### config.mk
export PLATFORM = sky130hd
export DESIGN_NAME = acc_ctrl
export DESIGN_NICKNAME = d
export VERILOG_FILES = /design/src/acc_pkg.sv /design/src/acc_regport_if.sv /design/src/acc_ctrl.sv /design/src/acc_spi_port.sv
export SDC_FILE = /design/constraint.sdc
export NUM_CORES = 2
export LEC_CHECK = 0
export ABC_CLOCK_PERIOD_IN_PS = 5800
export BUFFER_PORTS_ARGS = -buffer_cell sky130_fd_sc_hd__buf_2
export CAP_MARGIN = 40
export CORE_ASPECT_RATIO = 0.5
export CORE_MARGIN = 4
export CORE_UTILIZATION = 25
export CTS_CLUSTER_SIZE = 24
export DETAILED_ROUTE_END_ITERATION = 16
export GPL_ROUTABILITY_DRIVEN = 1
export SLEW_MARGIN = 0
export SYNTH_ARGS = -nofsm -noshare
export SYNTH_HDL_FRONTEND = slang
export SYNTH_HIERARCHICAL = 1
export SYNTH_SLANG_ARGS = --single-unit
### constraint.sdc
create_clock -name core_clk -period 5.8 [get_ports core_clk]
set_input_delay 0.58 -clock core_clk [delete_from_list [all_inputs] [get_ports core_clk]]
set_output_delay 0.58 -clock core_clk [all_outputs]
set_load 0.03 [all_outputs]
### src/acc_pkg.sv
package acc_pkg;

  localparam int CLK_PERIOD_NS = 10;
  localparam int ADDR_W        = 10;
  localparam int DATA_W        = 8;
  localparam int NUM_CH        = 32;

  ////////////////////////////////////////////////////////////////////////////////
  // Register map.
  localparam logic [9:0] ADDR_SEQ_CTRL    = 10'h061;
  localparam logic [9:0] ADDR_GAIN_A      = 10'h062;
  localparam logic [9:0] ADDR_GAIN_B      = 10'h063;
  localparam logic [9:0] ADDR_CNT_HI      = 10'h0c4;
  localparam logic [9:0] ADDR_CNT_LO      = 10'h0c5;
  localparam logic [9:0] ADDR_EXTRA       = 10'h1de;
  localparam logic [9:0] ADDR_CC_CTRL     = 10'h1df;
  localparam logic [9:0] ADDR_PRE_LO      = 10'h1e0;
  localparam logic [9:0] ADDR_PRE_HI      = 10'h1e1;
  localparam logic [9:0] ADDR_RAW_HI      = 10'h1e2;
  localparam logic [9:0] ADDR_RAW_LO      = 10'h1e3;
  localparam logic [9:0] ADDR_RESULT_BASE = 10'h080;
  localparam logic [9:0] ADDR_RESULT_LAST = 10'h0bf;
  localparam logic [9:0] ADDR_SLOT_BASE   = 10'h1a0;
  localparam logic [9:0] ADDR_SLOT_LAST   = 10'h1bf;

  ////////////////////////////////////////////////////////////////////////////////
  // Reset values.
  localparam logic [7:0]  SEQ_CTRL_RST = 8'h00;
  localparam logic [7:0]  GAIN_RST     = 8'h00;
  localparam logic [3:0]  EXTRA_RST    = 4'h0;
  localparam logic [5:0]  CC_CTRL_RST  = 6'h00;
  localparam logic [14:0] PRESCALE_RST = 15'h001a;
  localparam logic [7:0]  SLOT_RST     = 8'h00;

  ////////////////////////////////////////////////////////////////////////////////
  // Field positions.
  localparam int SEQ_SLEEP_MSB = 2;
  localparam int SEQ_CC_EN     = 3;
  localparam int SEQ_CC_CLR    = 4;
  localparam int SEQ_PEN       = 5;
  localparam int SEQ_START     = 6;
  localparam int SEQ_POWER     = 7;
  localparam int CC_ALT_EN     = 0;
  localparam int CC_ALT_CLR    = 1;
  localparam int CC_DITHER     = 2;
  localparam int CC_DIG_OFF    = 3;
  localparam int CC_ACAL       = 4;
  localparam int CC_SIGN       = 5;
  localparam int CC_FAULT      = 7;
  localparam int SLOT_SEL_MSB  = 4;
  localparam int SLOT_X_PAIR   = 5;
  localparam int SLOT_Y_PAIR   = 6;
  localparam int SLOT_CROSS    = 7;
  localparam int PRE_HI_MSB    = 6;
  localparam int RES_LOW_MSB   = 2;

  localparam logic [2:0] SLEEP_CONT    = 3'h0;
  localparam logic [2:0] SLEEP_NO_LOOP = 3'h7;

  localparam logic [4:0] GAIN_CH_FIRST  = 5'h0a;
  localparam logic [4:0] GAIN_CH_LAST   = 5'h15;
  localparam logic [4:0] TOUCH_CH_LAST  = 5'h0d;

  ////////////////////////////////////////////////////////////////////////////////
  // Timing.
  localparam int SLEEP_STEP_NS  = 4500000;
  localparam int SLEEP_STEP_CYC = SLEEP_STEP_NS / CLK_PERIOD_NS;

  ////////////////////////////////////////////////////////////////////////////////
  // Serial frame: write flag, 10 address bits, 5 idle bits, 8 data bits.
  localparam logic [4:0] SPI_ADDR_DONE = 5'd10;
  localparam logic [4:0] SPI_DATA_FIRST = 5'd16;
  localparam logic [4:0] SPI_LAST_BIT  = 5'd23;

  typedef enum logic [1:0] {SEQ_IDLE, SEQ_REQ, SEQ_WAIT, SEQ_SLEEP} acc_seq_state_t;

endpackage : acc_pkg

### src/acc_regport_if.sv
`timescale 1ns/1ps
interface acc_regport_if;
  import acc_pkg::*;
  logic              wr_stb;
  logic              rd_stb;
  logic [ADDR_W-1:0] addr;
  logic [DATA_W-1:0] wdata;
  logic [DATA_W-1:0] rdata;

  modport port (output wr_stb, output rd_stb, output addr, output wdata, input rdata);
  modport regs (input wr_stb, input rd_stb, input addr, input wdata, output rdata);
endinterface : acc_regport_if

### src/acc_ctrl.sv
// What this block does
// - Sleep code sets idle time between cycles.
// - Writing one requests a charge counter reset.
// - Pen bias bit drives pen detect bias.
// - Start bit runs; clearing stops after cycle.
// - Power bit sets full converter power.
// - Gain bits chooses tenfold; touch bias overrides.
// - Result high holds upper bits, gain.
// - Result low holds three lowest bits.
// - Slot register selects channel in bits 4:0.
// - Slot bits drive three bias pairs.
// - Processed count readable as two bytes.
// - Extended bits enable extra channels, default off.
// - Dither enable bit, default off.
// - Digital correction disable bit.
// - Analog offset calibration enable bit.
// - Sign bit reverses counting sense.
// - Fault flag when charging count passes 32767.
// - Fifteen-bit prescale split over two registers.
// - Raw count readable as two bytes.
// - Either enable runs; either clear zeros.
// - Hardware clears the reset request bit.
// - Count steps once per prescale converter counts.
// - Count bit 14 rising raises overflow event.
`timescale 1ns/1ps
module acc_ctrl
  import acc_pkg::*;
#(
  parameter int unsigned SLEEP_STEP_CYCLES = SLEEP_STEP_CYC, // Cycles per sleep step.
  parameter int          NUM_SLOTS         = 32              // Slots per round-robin cycle.
)
(
  input  wire logic       core_clk,                      // System clock, 100 MHz.
  input  wire logic       rst_n,                         // Asynchronous reset, active low.
  input  wire logic       spi_cs_n,                      // Register port select.
  input  wire logic       spi_sclk,                      // Register port clock.
  input  wire logic       spi_mosi,                      // Register port data in.
  output logic            spi_miso,                      // Register port data out.
  output logic            spi_miso_oe,                   // Data out enable.
  output logic            conv_req,                      // Conversion request, held until done.
  output logic [4:0]      conv_channel,                  // Channel being converted.
  output logic            conv_gain,                     // Tenfold gain for this conversion.
  input  wire logic       conv_done,                     // Conversion finished pulse.
  input  wire logic [9:0] conv_result,                   // Result with conv_done.
  output logic            converter_power_on,            // Converter at full power.
  output logic            pen_bias_enable,               // Pen detect bias on.
  output logic            x_pair_bias_on,                // X pair bias switches on.
  output logic            y_pair_bias_on,                // Y pair bias switches on.
  output logic            cross_pair_bias_on,            // Cross pair bias switches on.
  output logic            supply_channel_enable,         // Extra channel 22 enabled.
  output logic            charge_current_channel_enable, // Extra channel 24 enabled.
  output logic            backup_cell_channel_enable,    // Extra channel 25 enabled.
  output logic            battery_detect_channel_enable, // Extra channel 26 enabled.
  input  wire logic       cc_up,                         // Integrator count, charging.
  input  wire logic       cc_down,                       // Integrator count, discharging.
  output logic            charge_count_run,              // Counter running.
  output logic            period_dither_enable,          // Integration period dither on.
  output logic            digital_correction_off,        // Offset and gain correction off.
  output logic            analog_offset_cal,             // Integrator inputs shorted.
  output logic            cycle_done,                    // Round-robin cycle complete pulse.
  output logic            overflow_event                 // Count reached half scale pulse.
);

  typedef struct packed {
    logic [7:0]                seq_ctrl;
    logic [7:0]                gain_a;
    logic [7:0]                gain_b;
    logic [3:0]                extra;
    logic [5:0]                cc_ctl;
    logic                      fault;
    logic [14:0]               prescale;
    logic [15:0]               count;
    logic signed [15:0]        pre;
    logic [NUM_CH-1:0][7:0]    slots;
    logic [NUM_CH-1:0][10:0]   results;
    acc_seq_state_t            state;
    logic [4:0]                slot_idx;
    logic [31:0]               sleep_cnt;
    logic                      conv_req;
    logic [4:0]                conv_channel;
    logic                      conv_gain;
    logic [2:0]                bias;
    logic                      cycle_done;
    logic                      overflow_event;
  } acc_ctrl_state_t;

  acc_ctrl_state_t st_r;
  acc_ctrl_state_t st_nxt;
  acc_regport_if   bus ();

  logic            start_req;
  logic            cc_enable;
  logic            cc_clear;
  logic [7:0]      slot_now;
  logic [4:0]      ch_now;
  logic [11:0]     gain_vec;
  logic [4:0]      gain_idx;
  logic            touch_biased;
  logic            gain_now;
  logic [15:0]     count_shown;
  logic [4:0]      res_idx;
  logic [4:0]      slot_ridx;
  logic [7:0]      rdata;

  acc_spi_port u_spi (
    .core_clk    (core_clk),
    .rst_n       (rst_n),
    .spi_cs_n    (spi_cs_n),
    .spi_sclk    (spi_sclk),
    .spi_mosi    (spi_mosi),
    .spi_miso    (spi_miso),
    .spi_miso_oe (spi_miso_oe),
    .bus         (bus.port)
  );

  ////////////////////////////////////////////////////////////////////////////////
  // Helper terms.

  assign start_req = bus.wr_stb && bus.addr == ADDR_SEQ_CTRL && bus.wdata[SEQ_START];
  assign cc_enable = st_r.seq_ctrl[SEQ_CC_EN] | st_r.cc_ctl[CC_ALT_EN];
  assign cc_clear  = st_r.seq_ctrl[SEQ_CC_CLR] | st_r.cc_ctl[CC_ALT_CLR];
  assign slot_now  = st_r.slots[st_r.slot_idx];
  assign ch_now    = slot_now[SLOT_SEL_MSB:0];
  assign gain_vec  = {st_r.gain_b[3:0], st_r.gain_a};
  assign gain_idx  = ch_now - GAIN_CH_FIRST;
  assign touch_biased = st_r.seq_ctrl[SEQ_PEN] | (|slot_now[SLOT_CROSS:SLOT_X_PAIR]);

  // Touch channels lose their gain choice while the panel is biased.
  always_comb
  begin
    gain_now = 1'b0;
    if (ch_now >= GAIN_CH_FIRST && ch_now <= GAIN_CH_LAST)
    begin
      gain_now = gain_vec[gain_idx[3:0]];
    end
    if (ch_now <= TOUCH_CH_LAST && touch_biased)
    begin
      gain_now = 1'b0;
    end
  end

  // The processed count is the raw count with the sign sense applied.
  assign count_shown = st_r.cc_ctl[CC_SIGN] ? 16'(-st_r.count) : st_r.count;

  ////////////////////////////////////////////////////////////////////////////////
  // Next state.

  always_comb
  begin
    st_nxt                = st_r;
    st_nxt.cycle_done     = 1'b0;
    st_nxt.overflow_event = 1'b0;

    // Round-robin sequencer.
    case (st_r.state)
      SEQ_IDLE:
      begin
        if (start_req
            || (st_r.seq_ctrl[SEQ_START] && st_r.seq_ctrl[SEQ_SLEEP_MSB:0] != SLEEP_NO_LOOP))
        begin
          st_nxt.state    = SEQ_REQ;
          st_nxt.slot_idx = 5'd0;
        end
      end
      SEQ_REQ:
      begin
        // A converter left in low power is never asked to convert.
        if (st_r.seq_ctrl[SEQ_POWER])
        begin
          st_nxt.conv_req     = 1'b1;
          st_nxt.conv_channel = ch_now;
          st_nxt.conv_gain    = gain_now;
          st_nxt.bias         = slot_now[SLOT_CROSS:SLOT_X_PAIR];
          st_nxt.state        = SEQ_WAIT;
        end
      end
      SEQ_WAIT:
      begin
        if (conv_done)
        begin
          st_nxt.conv_req                       = 1'b0;
          st_nxt.bias                           = 3'h0;
          st_nxt.results[st_r.conv_channel]     = {st_r.conv_gain, conv_result};
          if (st_r.slot_idx == 5'(NUM_SLOTS - 1))
          begin
            st_nxt.cycle_done = 1'b1;
            if (!st_r.seq_ctrl[SEQ_START]
                || st_r.seq_ctrl[SEQ_SLEEP_MSB:0] == SLEEP_NO_LOOP)
            begin
              st_nxt.state = SEQ_IDLE;
            end
            else if (st_r.seq_ctrl[SEQ_SLEEP_MSB:0] == SLEEP_CONT)
            begin
              st_nxt.state    = SEQ_REQ;
              st_nxt.slot_idx = 5'd0;
            end
            else
            begin
              st_nxt.state     = SEQ_SLEEP;
              st_nxt.sleep_cnt = 32'(st_r.seq_ctrl[SEQ_SLEEP_MSB:0]) * SLEEP_STEP_CYCLES
                                 - 32'd1;
            end
          end
          else
          begin
            st_nxt.slot_idx = st_r.slot_idx + 5'd1;
            st_nxt.state    = SEQ_REQ;
          end
        end
      end
      SEQ_SLEEP:
      begin
        if (!st_r.seq_ctrl[SEQ_START])
        begin
          st_nxt.state = SEQ_IDLE;
        end
        else if (st_r.sleep_cnt == 32'd0)
        begin
          st_nxt.state    = SEQ_REQ;
          st_nxt.slot_idx = 5'd0;
        end
        else
        begin
          st_nxt.sleep_cnt = st_r.sleep_cnt - 32'd1;
        end
      end
      default:
      begin
        st_nxt.state = SEQ_IDLE;
      end
    endcase

    // Charge counter. A clear wins over counting and also drops the fault flag.
    if (cc_clear)
    begin
      st_nxt.count                  = 16'h0000;
      st_nxt.pre                    = 16'sh0000;
      st_nxt.fault                  = 1'b0;
      st_nxt.seq_ctrl[SEQ_CC_CLR]   = 1'b0;
      st_nxt.cc_ctl[CC_ALT_CLR]     = 1'b0;
    end
    else if (cc_enable && (cc_up ^ cc_down))
    begin
      if (cc_up)
      begin
        if (st_r.pre + 16'sh0001 >= $signed({1'b0, st_r.prescale}))
        begin
          st_nxt.pre   = 16'sh0000;
          st_nxt.count = st_r.count + 16'h0001;
          if (st_r.count == 16'h7fff)
          begin
            st_nxt.fault = 1'b1;
          end
        end
        else
        begin
          st_nxt.pre = st_r.pre + 16'sh0001;
        end
      end
      else
      begin
        if (st_r.pre - 16'sh0001 <= -$signed({1'b0, st_r.prescale}))
        begin
          st_nxt.pre   = 16'sh0000;
          st_nxt.count = st_r.count - 16'h0001;
        end
        else
        begin
          st_nxt.pre = st_r.pre - 16'sh0001;
        end
      end
    end
    st_nxt.overflow_event = st_nxt.count[14] & ~st_r.count[14];

    // Register writes come last so a write in the same cycle wins over a hardware clear.
    if (bus.wr_stb)
    begin
      case (bus.addr)
        ADDR_SEQ_CTRL: st_nxt.seq_ctrl = bus.wdata;
        ADDR_GAIN_A:   st_nxt.gain_a   = bus.wdata;
        ADDR_GAIN_B:   st_nxt.gain_b   = {4'h0, bus.wdata[3:0]};
        ADDR_EXTRA:    st_nxt.extra    = bus.wdata[3:0];
        ADDR_CC_CTRL:  st_nxt.cc_ctl   = bus.wdata[CC_SIGN:0];
        ADDR_PRE_LO:   st_nxt.prescale[7:0] = bus.wdata;
        ADDR_PRE_HI:   st_nxt.prescale[14:8] = bus.wdata[PRE_HI_MSB:0];
        default:
        begin
          if (bus.addr >= ADDR_SLOT_BASE && bus.addr <= ADDR_SLOT_LAST)
          begin
            st_nxt.slots[5'(bus.addr - ADDR_SLOT_BASE)] = bus.wdata;
          end
        end
      endcase
    end
  end

  ////////////////////////////////////////////////////////////////////////////////
  // Read data. The counter pairs cannot be preset, so their writes are dropped.

  assign res_idx   = 5'((bus.addr - ADDR_RESULT_BASE) >> 1);
  assign slot_ridx = 5'(bus.addr - ADDR_SLOT_BASE);

  always_comb
  begin
    rdata = 8'h00;
    case (bus.addr)
      ADDR_SEQ_CTRL: rdata = st_r.seq_ctrl;
      ADDR_GAIN_A:   rdata = st_r.gain_a;
      ADDR_GAIN_B:   rdata = st_r.gain_b;
      ADDR_CNT_HI:   rdata = count_shown[15:8];
      ADDR_CNT_LO:   rdata = count_shown[7:0];
      ADDR_EXTRA:    rdata = {4'h0, st_r.extra};
      ADDR_CC_CTRL:  rdata = {st_r.fault, 1'b0, st_r.cc_ctl};
      ADDR_PRE_LO:   rdata = st_r.prescale[7:0];
      ADDR_PRE_HI:   rdata = {1'b0, st_r.prescale[14:8]};
      ADDR_RAW_HI:   rdata = st_r.count[15:8];
      ADDR_RAW_LO:   rdata = st_r.count[7:0];
      default:
      begin
        if (bus.addr >= ADDR_RESULT_BASE && bus.addr <= ADDR_RESULT_LAST)
        begin
          if (!bus.addr[0])
          begin
            rdata = {st_r.results[res_idx][10], st_r.results[res_idx][9:3]};
          end
          else
          begin
            rdata = {5'h00, st_r.results[res_idx][RES_LOW_MSB:0]};
          end
        end
        else if (bus.addr >= ADDR_SLOT_BASE && bus.addr <= ADDR_SLOT_LAST)
        begin
          rdata = st_r.slots[slot_ridx];
        end
      end
    endcase
  end

  assign bus.rdata = rdata;

  ////////////////////////////////////////////////////////////////////////////////
  // State register.

  always_ff @(posedge core_clk or negedge rst_n)
  begin
    if (!rst_n)
    begin
      st_r          <= '0;
      st_r.seq_ctrl <= SEQ_CTRL_RST;
      st_r.gain_a   <= GAIN_RST;
      st_r.gain_b   <= GAIN_RST;
      st_r.extra    <= EXTRA_RST;
      st_r.cc_ctl   <= CC_CTRL_RST;
      st_r.prescale <= PRESCALE_RST;
      st_r.slots    <= {NUM_CH{SLOT_RST}};
      st_r.state    <= SEQ_IDLE;
    end
    else
    begin
      st_r <= st_nxt;
    end
  end

  ////////////////////////////////////////////////////////////////////////////////
  // Outputs.

  assign conv_req                      = st_r.conv_req;
  assign conv_channel                  = st_r.conv_channel;
  assign conv_gain                     = st_r.conv_gain;
  assign converter_power_on            = st_r.seq_ctrl[SEQ_POWER];
  assign pen_bias_enable               = st_r.seq_ctrl[SEQ_PEN];
  assign x_pair_bias_on                = st_r.bias[0];
  assign y_pair_bias_on                = st_r.bias[1];
  assign cross_pair_bias_on            = st_r.bias[2];
  assign supply_channel_enable         = st_r.extra[0];
  assign charge_current_channel_enable = st_r.extra[1];
  assign backup_cell_channel_enable    = st_r.extra[2];
  assign battery_detect_channel_enable = st_r.extra[3];
  assign charge_count_run              = cc_enable;
  assign period_dither_enable          = st_r.cc_ctl[CC_DITHER];
  assign digital_correction_off        = st_r.cc_ctl[CC_DIG_OFF];
  assign analog_offset_cal             = st_r.cc_ctl[CC_ACAL];
  assign cycle_done                    = st_r.cycle_done;
  assign overflow_event                = st_r.overflow_event;

endmodule : acc_ctrl

### src/acc_spi_port.sv
`timescale 1ns/1ps
module acc_spi_port
  import acc_pkg::*;
(
  input  wire logic   core_clk,    // System clock.
  input  wire logic   rst_n,       // Asynchronous reset, active low.
  input  wire logic   spi_cs_n,    // Frame select, active low.
  input  wire logic   spi_sclk,    // Serial clock, sampled as a level.
  input  wire logic   spi_mosi,    // Serial data in.
  output logic        spi_miso,    // Serial data out.
  output logic        spi_miso_oe, // High while the data out pin is driven.
  acc_regport_if.port bus          // Register strobes.
);

  typedef struct packed {
    logic        sclk_q;
    logic [4:0]  bit_cnt;
    logic [23:0] shift;
    logic        rd_frame;
    logic [7:0]  out;
    logic        wr_stb;
    logic        rd_stb;
    logic [9:0]  addr;
    logic [7:0]  wdata;
  } acc_spi_state_t;

  acc_spi_state_t st_r;
  acc_spi_state_t st_nxt;
  logic           rise;
  logic           fall;
  logic [23:0]    shifted;

  assign rise    = spi_sclk & ~st_r.sclk_q;
  assign fall    = ~spi_sclk & st_r.sclk_q;
  assign shifted = {st_r.shift[22:0], spi_mosi};

  always_comb
  begin
    st_nxt        = st_r;
    st_nxt.sclk_q = spi_sclk;
    st_nxt.wr_stb = 1'b0;
    st_nxt.rd_stb = 1'b0;
    if (st_r.rd_stb)
    begin
      st_nxt.out = bus.rdata;
    end
    if (spi_cs_n)
    begin
      st_nxt.bit_cnt  = 5'd0;
      st_nxt.rd_frame = 1'b0;
    end
    else if (rise)
    begin
      st_nxt.shift   = shifted;
      st_nxt.bit_cnt = st_r.bit_cnt + 5'd1;
      // The read is issued during the idle bits so data is ready well before its first edge.
      if (st_r.bit_cnt == SPI_ADDR_DONE && !shifted[10])
      begin
        st_nxt.addr     = shifted[9:0];
        st_nxt.rd_stb   = 1'b1;
        st_nxt.rd_frame = 1'b1;
      end
      if (st_r.bit_cnt == SPI_LAST_BIT && shifted[23])
      begin
        st_nxt.addr   = shifted[22:13];
        st_nxt.wdata  = shifted[7:0];
        st_nxt.wr_stb = 1'b1;
      end
    end
    else if (fall && st_r.bit_cnt > SPI_DATA_FIRST)
    begin
      st_nxt.out = {st_r.out[6:0], 1'b0};
    end
  end

  always_ff @(posedge core_clk or negedge rst_n)
  begin
    if (!rst_n)
    begin
      st_r <= '0;
    end
    else
    begin
      st_r <= st_nxt;
    end
  end

  assign bus.wr_stb  = st_r.wr_stb;
  assign bus.rd_stb  = st_r.rd_stb;
  assign bus.addr    = st_r.addr;
  assign bus.wdata   = st_r.wdata;
  assign spi_miso    = st_r.out[7];
  assign spi_miso_oe = st_r.rd_frame & ~spi_cs_n & (st_r.bit_cnt >= SPI_DATA_FIRST);

endmodule : acc_spi_port

# Word-level counts from Yosys, hierarchy flattened
# Cells that the tools add are included.
# classes
reduce_logical,53
mul,1
bitwise_logic,14
n_eq_ne,33
order_cmp,18
muxes,76
addsub,13
# op_table
operator,count
352-bit bitwise mux,1
256-bit bitwise mux,1
32-bit two-way mux,6
8-bit case mux with 11 select lines,1
8-bit binary-select mux with 5-bit select,2
16-bit two-way mux,5
8-bit two-way mux,10
37-bit two-way mux,2
32-bit case mux with 2 select lines,1
10-bit by 9-bit equality test with 1-bit output (second input constant),6
11-bit binary-select mux with 5-bit select,1
11-bit demux with 5-bit select,1
8-bit demux with 5-bit select,1
40-bit two-way mux,1
11-bit two-way mux,3
32-bit zero test,1
32-bit by 1-bit subtractor with 32-bit output (second input constant),1
31-bit two-way mux,1
10-bit by 7-bit equality test with 1-bit output (second input constant),3
30-bit two-way mux,1
28-bit two-way mux,1
5-bit by 6-bit less-than comparator with 1-bit output (second input constant),4
22-bit by 1-bit subtractor with 23-bit output (second input constant),1
2-bit AND reduction,11
other kinds (64),142
# word_totals
in_bits,18
wordCells,303
out_inout_bits,24
reg_bits,796

# Depth between registers and ports, before layout
# depth
ltp_word,10
depth_mapped,19
depth_no_buf,17

# Cells and area by module
# The synthesis kept the hierarchy.
# by_module_without_submodules
mod,seq_area_each_um2,cells_each,area_each_um2,n_inst
acc_ctrl,18446.4,3131,39977.1,1
acc_spi_port,1451.4,247,2570.0,1

# Least setup slack after synthesis
# Ideal clock, no wire load.
# synth_path
path_kind,reg-to-reg
start,register st_r[659] (netlist bit)
end,register st_r[679] (netlist bit)
setup_ns,0.136
setup_slack_ns,1.903
path_stages_with_launch,18
required_ns,5.664
period_less_slack_ns,3.897
path_buffers,2
t_arrival_ns,3.761
path_cell_list,dfrtp_1 -> inv_1 -> ha_1 -> nand2_1 -> or3_1 -> or3_1 -> nor3_1 -> xor2_1 -> ha_1 -> nand4_1 -> or4_1 -> o22ai_1 -> a211o_1 -> nand3_1 -> clkbuf_1 -> clkbuf_1 -> o21ai_0 -> a21oi_1
# synth_between
elab_chain_cells,4
word_cells_on_any_way,7
classes_between,2 x add/sub; 2 x order compare; 1 x eq/ne; 2 x reduce/logical
# synth_lines
item,line_no,rtl
from (decl),acc_ctrl.sv:87,acc_ctrl_state_t st_r;
from (signal assigned),acc_ctrl.sv:360,st_r <= st_nxt;
16-bit by 2-bit adder with 16-bit output / 16-bit by 2-bit subtractor with 16-bit output (equally long branches),"acc_ctrl.sv:246, acc_ctrl.sv:262",
16-bit greater-or-equal comparator / 16-bit less-or-equal comparator (equally long branches),"acc_ctrl.sv:246, acc_ctrl.sv:262",
3-bit by 1-bit inequality test with 1-bit output (no source line) / 3-bit nonzero test (equally long branches),--,
3-bit AND reduction (no source line) (*),--,
# Every way passes the cells marked *; elsewhere a longest branch is shown, timed or not.
# A chain may end at the register's enable or synchronous reset.

# Final worst setup path
# layout_path
start,register st_r[659] (netlist bit)
end,register st_r[686] (netlist bit)
# Same word-level chain as after synthesis.

==> impl_metrics.tcl <==
set metrics [dict create \
    rsz_0062_raised_after_global_routing "no" \
    timing.critical_path.slowest_cell_delay_ns 0.67 \
    finalSetupTns_ns 0 \
    worstPathBufferInverterCount 1 \
    synth-edff-count 0 \
    num_vias 28270 \
    die-height_um 299.7 \
    ys_seq_area_share_pct 46.77 \
    post-cts-setup-buffers 0 \
    diodes 0 \
    netlist_instances 3378 \
    overflow 0 \
    drive_gt1_share_pct 35.19 \
    io_pins 42 \
    place.detailed.hpwl_um 76690 \
    setup_ws_ns 0.5173 \
    dpl_cell_area_sq_um 45180 \
    first_global_vias 29020 \
    timing.final.setup_violations 0 \
    grt_max_degree 152 \
    finalWeightedCongestion 0.8767 \
    tritoncts.num_buffers 82 \
    worstSetupEndpointType "register" \
    placement.io_buffers 41 \
    antenna_found_initial 1 \
    slew_viol_final 0 \
    postSynth.asyncResetShare_pct 100.0 \
    cp.required_ns 6.38 \
    initial_utilization_pct 25.32 \
    route.antenna.remaining_nets 0 \
    route.detailed.vias_per_inst 5.024 \
    worst-setup-path-type "register to register" \
    cell_family_contributing_the_most_delay_on_the_critical_path "simple AND/OR/NAND/NOR gates" \
    yosysUniqueCellTypes 87 \
    design.core.area_sq_um 168000 \
    max_freq_mhz 189.3 \
    min_delay_path_class "primary input to register" \
    hold_viol_final 0 \
    design.die.area_sq_um 177300 \
    drv_cap 0 \
    worstPathCellList "inv_1 -> ha_1 -> nand2_1 -> or3_1 -> or3_1 -> nor3_1 -> xor2_1 -> ha_1 -> nand4_1 -> or4_1 -> o22ai_1 -> a211o_1 -> nand3_1 -> or3_1 -> a21oi_1" \
    worst_r2r_startpoint "st_r[659]$_DFFE_PN0N_" \
    timing.slew.headroom_pct 32.51 \
    post_synthesis_sequential_element_count 795 \
    cp_common_cell "or3_1" \
    power_per_cell_area_nw_per_um2 240.7 \
    timing.final.crit_period_ns 5.283 \
    critical_path.slowest_cell "nand3_1" \
    final_area_sq_um 47990 \
    globalRouteTotalUtil_pct 12.79 \
    h-tree-depth 3 \
    nature_of_the_critical_path_startpoint "register" \
    finalWirelength_um 115300 \
    yosys.area.top_type "dfrtp_1" \
    min_period_over_period_pct 91.08 \
    post-place-ws_ns 0.5709 \
    fill_cells 16880 \
    final_nets 3378 \
    drt_pre_antenna_iters 5 \
    syn_to_final_growth_pct 12.79 \
    critPathLaunch "st_r[659]$_DFFE_PN0N_" \
    syn-num-nets 3461 \
    clock-root-buffer "clkbuf_16" \
    syn_avg_cell_area_sq_um 12.60 \
    p_leak_uw 0.02122 \
    ys_top_cells_by_area "dfrtp_1, mux2_2, mux4_2" \
    clockBufferDepth 3 \
    drt_iter0_drc 2572 \
    worstMarginPinSlew_ns 1.012 \
    routedWlPerCell_um 20.48 \
    worst_setup_hold_path_clk_slew_ns 0.07 \
    drc 0 \
    clock-sinks 795 \
    status "completed" \
    clock_latency_ns 0.67 \
    tritoncts "done" \
    syn_area_sq_um 42550 \
    grt_pass1_wl_um 179600 \
    synth.top_cell.area_share_pct 46.58 \
    vdd.ir_drop.worst_mv 0.2081 \
    dieWidth_um 591.4 \
    synth-warning-count 6 \
    primary_ff_master_synth "dfrtp_1" \
    cp_data_arrival_time_ns 5.86 \
    floorplan.rows 106 \
    timing.critical_path.fanout_max 24 \
    final.setup_skew_ns 0.02599 \
    timing.hold.worst.start "spi_sclk" \
]
-- layout by cell type (no fill, tap or decap), types with 15 or more instances in the layout --
cell       instances
a211oi_1          21
a21o_1            16
a21oi_1          100
a31oi_1           30
buf_2             40
buf_4             53
clkbuf_1          19
clkbuf_16         84
clkbuf_8          15
dfrtp_1          784
ha_1              61
inv_1             53
mux2_2           655
mux2i_1           57
mux4_2           242
nand2_1          247
nand2b_1          39
nand3_1           48
nor2_1           166
nor2b_1           35
nor3_1            55
o21ai_0          101
o22ai_1           31
or3_1             33
xnor2_1           36
xor2_1            42
-- worst register-to-register path: stages, from the launching register on --
cell and delay, ns:
dfrtp_1 0.46, inv_1 0.11, ha_1 0.24, nand2_1 0.15, or3_1 0.40, or3_1 0.39, nor3_1 0.20, xor2_1 0.14
ha_1 0.32, nand4_1 0.13, or4_1 0.53, o22ai_1 0.17, a211o_1 0.60, nand3_1 0.68, or3_1 0.55, a21oi_1 0.16
-- stage by stage --
step | hold WS (ns) | std cells | power, uW | utilization [%]
global placement | 0.4525 | 5463 | 6083 | 26.74
CTS | 0.004207 | 5627 | 11680 | 28.56
global route | 0.03537 | 5627 | 11950 | 28.56
finish | 0.05098 | 5627 | 11550 | 28.56
floorplan | 0.2844 | 3378 | 5890 | -
detailed placement | 0.4621 | 5478 | 6103 | 26.89
-- area by class of cell --
class | count | area (sq um) | area share, %
Clock buffer | 118 | 2380 | 4.959
Clock inverter | 30 | 420.4 | 0.8760
Inverter | 56 | 210.2 | 0.4380
Multi-Input combinational cell | 2249 | 21240 | 44.25
Sequential cell | 795 | 19920 | 41.51
Tap cell | 2268 | 2838 | 5.913
Timing Repair Buffer | 111 | 983.4 | 2.049
-- path summary, 6_finish.rpt --
kind | end | slack (ns) | cells past startpoint
setup reg to reg | st_r[686]$_DFFE_PN0P_ | 0.52 | 15
setup / recovery | st_r[686]$_DFFE_PN0P_ | 0.52 | 15
max in group asynchronous | u_spi/bus.addr[0]$_DFFE_PN0P_ | 3.89 | 3
hold reg to reg | u_spi/shifted[12]$_DFFE_PN0P_ | 0.48 | 2
min in group asynchronous | st_r[667]$_DFFE_PN0N_ | 0.49 | 2
hold / removal | u_spi/st_r[58]$_DFF_PN0_ | 0.05 | 1
-- state kept, by name, indices dropped and copies added, names as in the netlist, 5 cells and up --
signal           flops
u_spi/shifted       23
u_spi/st_r          14
u_spi/bus.addr      10
st_r               704
u_spi/bus.wdata      8
conv_channel         5
gain_vec            12
-- cells by family after synthesis --
family | share of synthesized area [%]
AO/OA/AOI/OAI | 6.437
flip-flops | 46.77
adder cells (fa/ha/maj) | 1.964
buffers and inverters | 3.338
AND/OR/NAND/NOR | 8.119
XOR/XNOR | 1.606
multiplexers | 31.77
-- synthesized netlist by cell type (55+ instances only) --
cell and n:
mux2i_1 57, clkbuf_1 165, mux4_2 242, o21ai_0 102
dfrtp_1 792, nand2_1 247, ha_1 62, nor3_1 55
a21oi_1 101, buf_1 57, mux2_2 655, nor2_1 166
-- routing by layer --
| layer | track usage, % | vias to the layer above | part of all wire [%] |
|---|---|---|---|
| met5 | 0 | - | 0 |
| met4 | 3.132 | 0 | 2.1 |
| met3 | 2.433 | 148 | 5.8 |
| met2 | 21.03 | 807 | 48 |
| met1 | 17.38 | 15010 | 44 |
| li1 | - | 12300 | - |
-- report_power, final --
part	internal [uW]	total, uW	leakage [uW]	switching, uW
combinational	105	374	0.00886	268
clock	3230	5560	0.00137	2330
sequential	5570	5620	0.0110	47.2
total	8900	11600	0.0212	2650
-- repair_timing --
action | in CTS | in global routing
hold endpoints to repair | 61 | 0
hold buffers | 1 | 0
resized for setup | 0 | 0
setup endpoints to repair | 0 | 0
No activity file was read; power rests on OpenSTA's default activity.
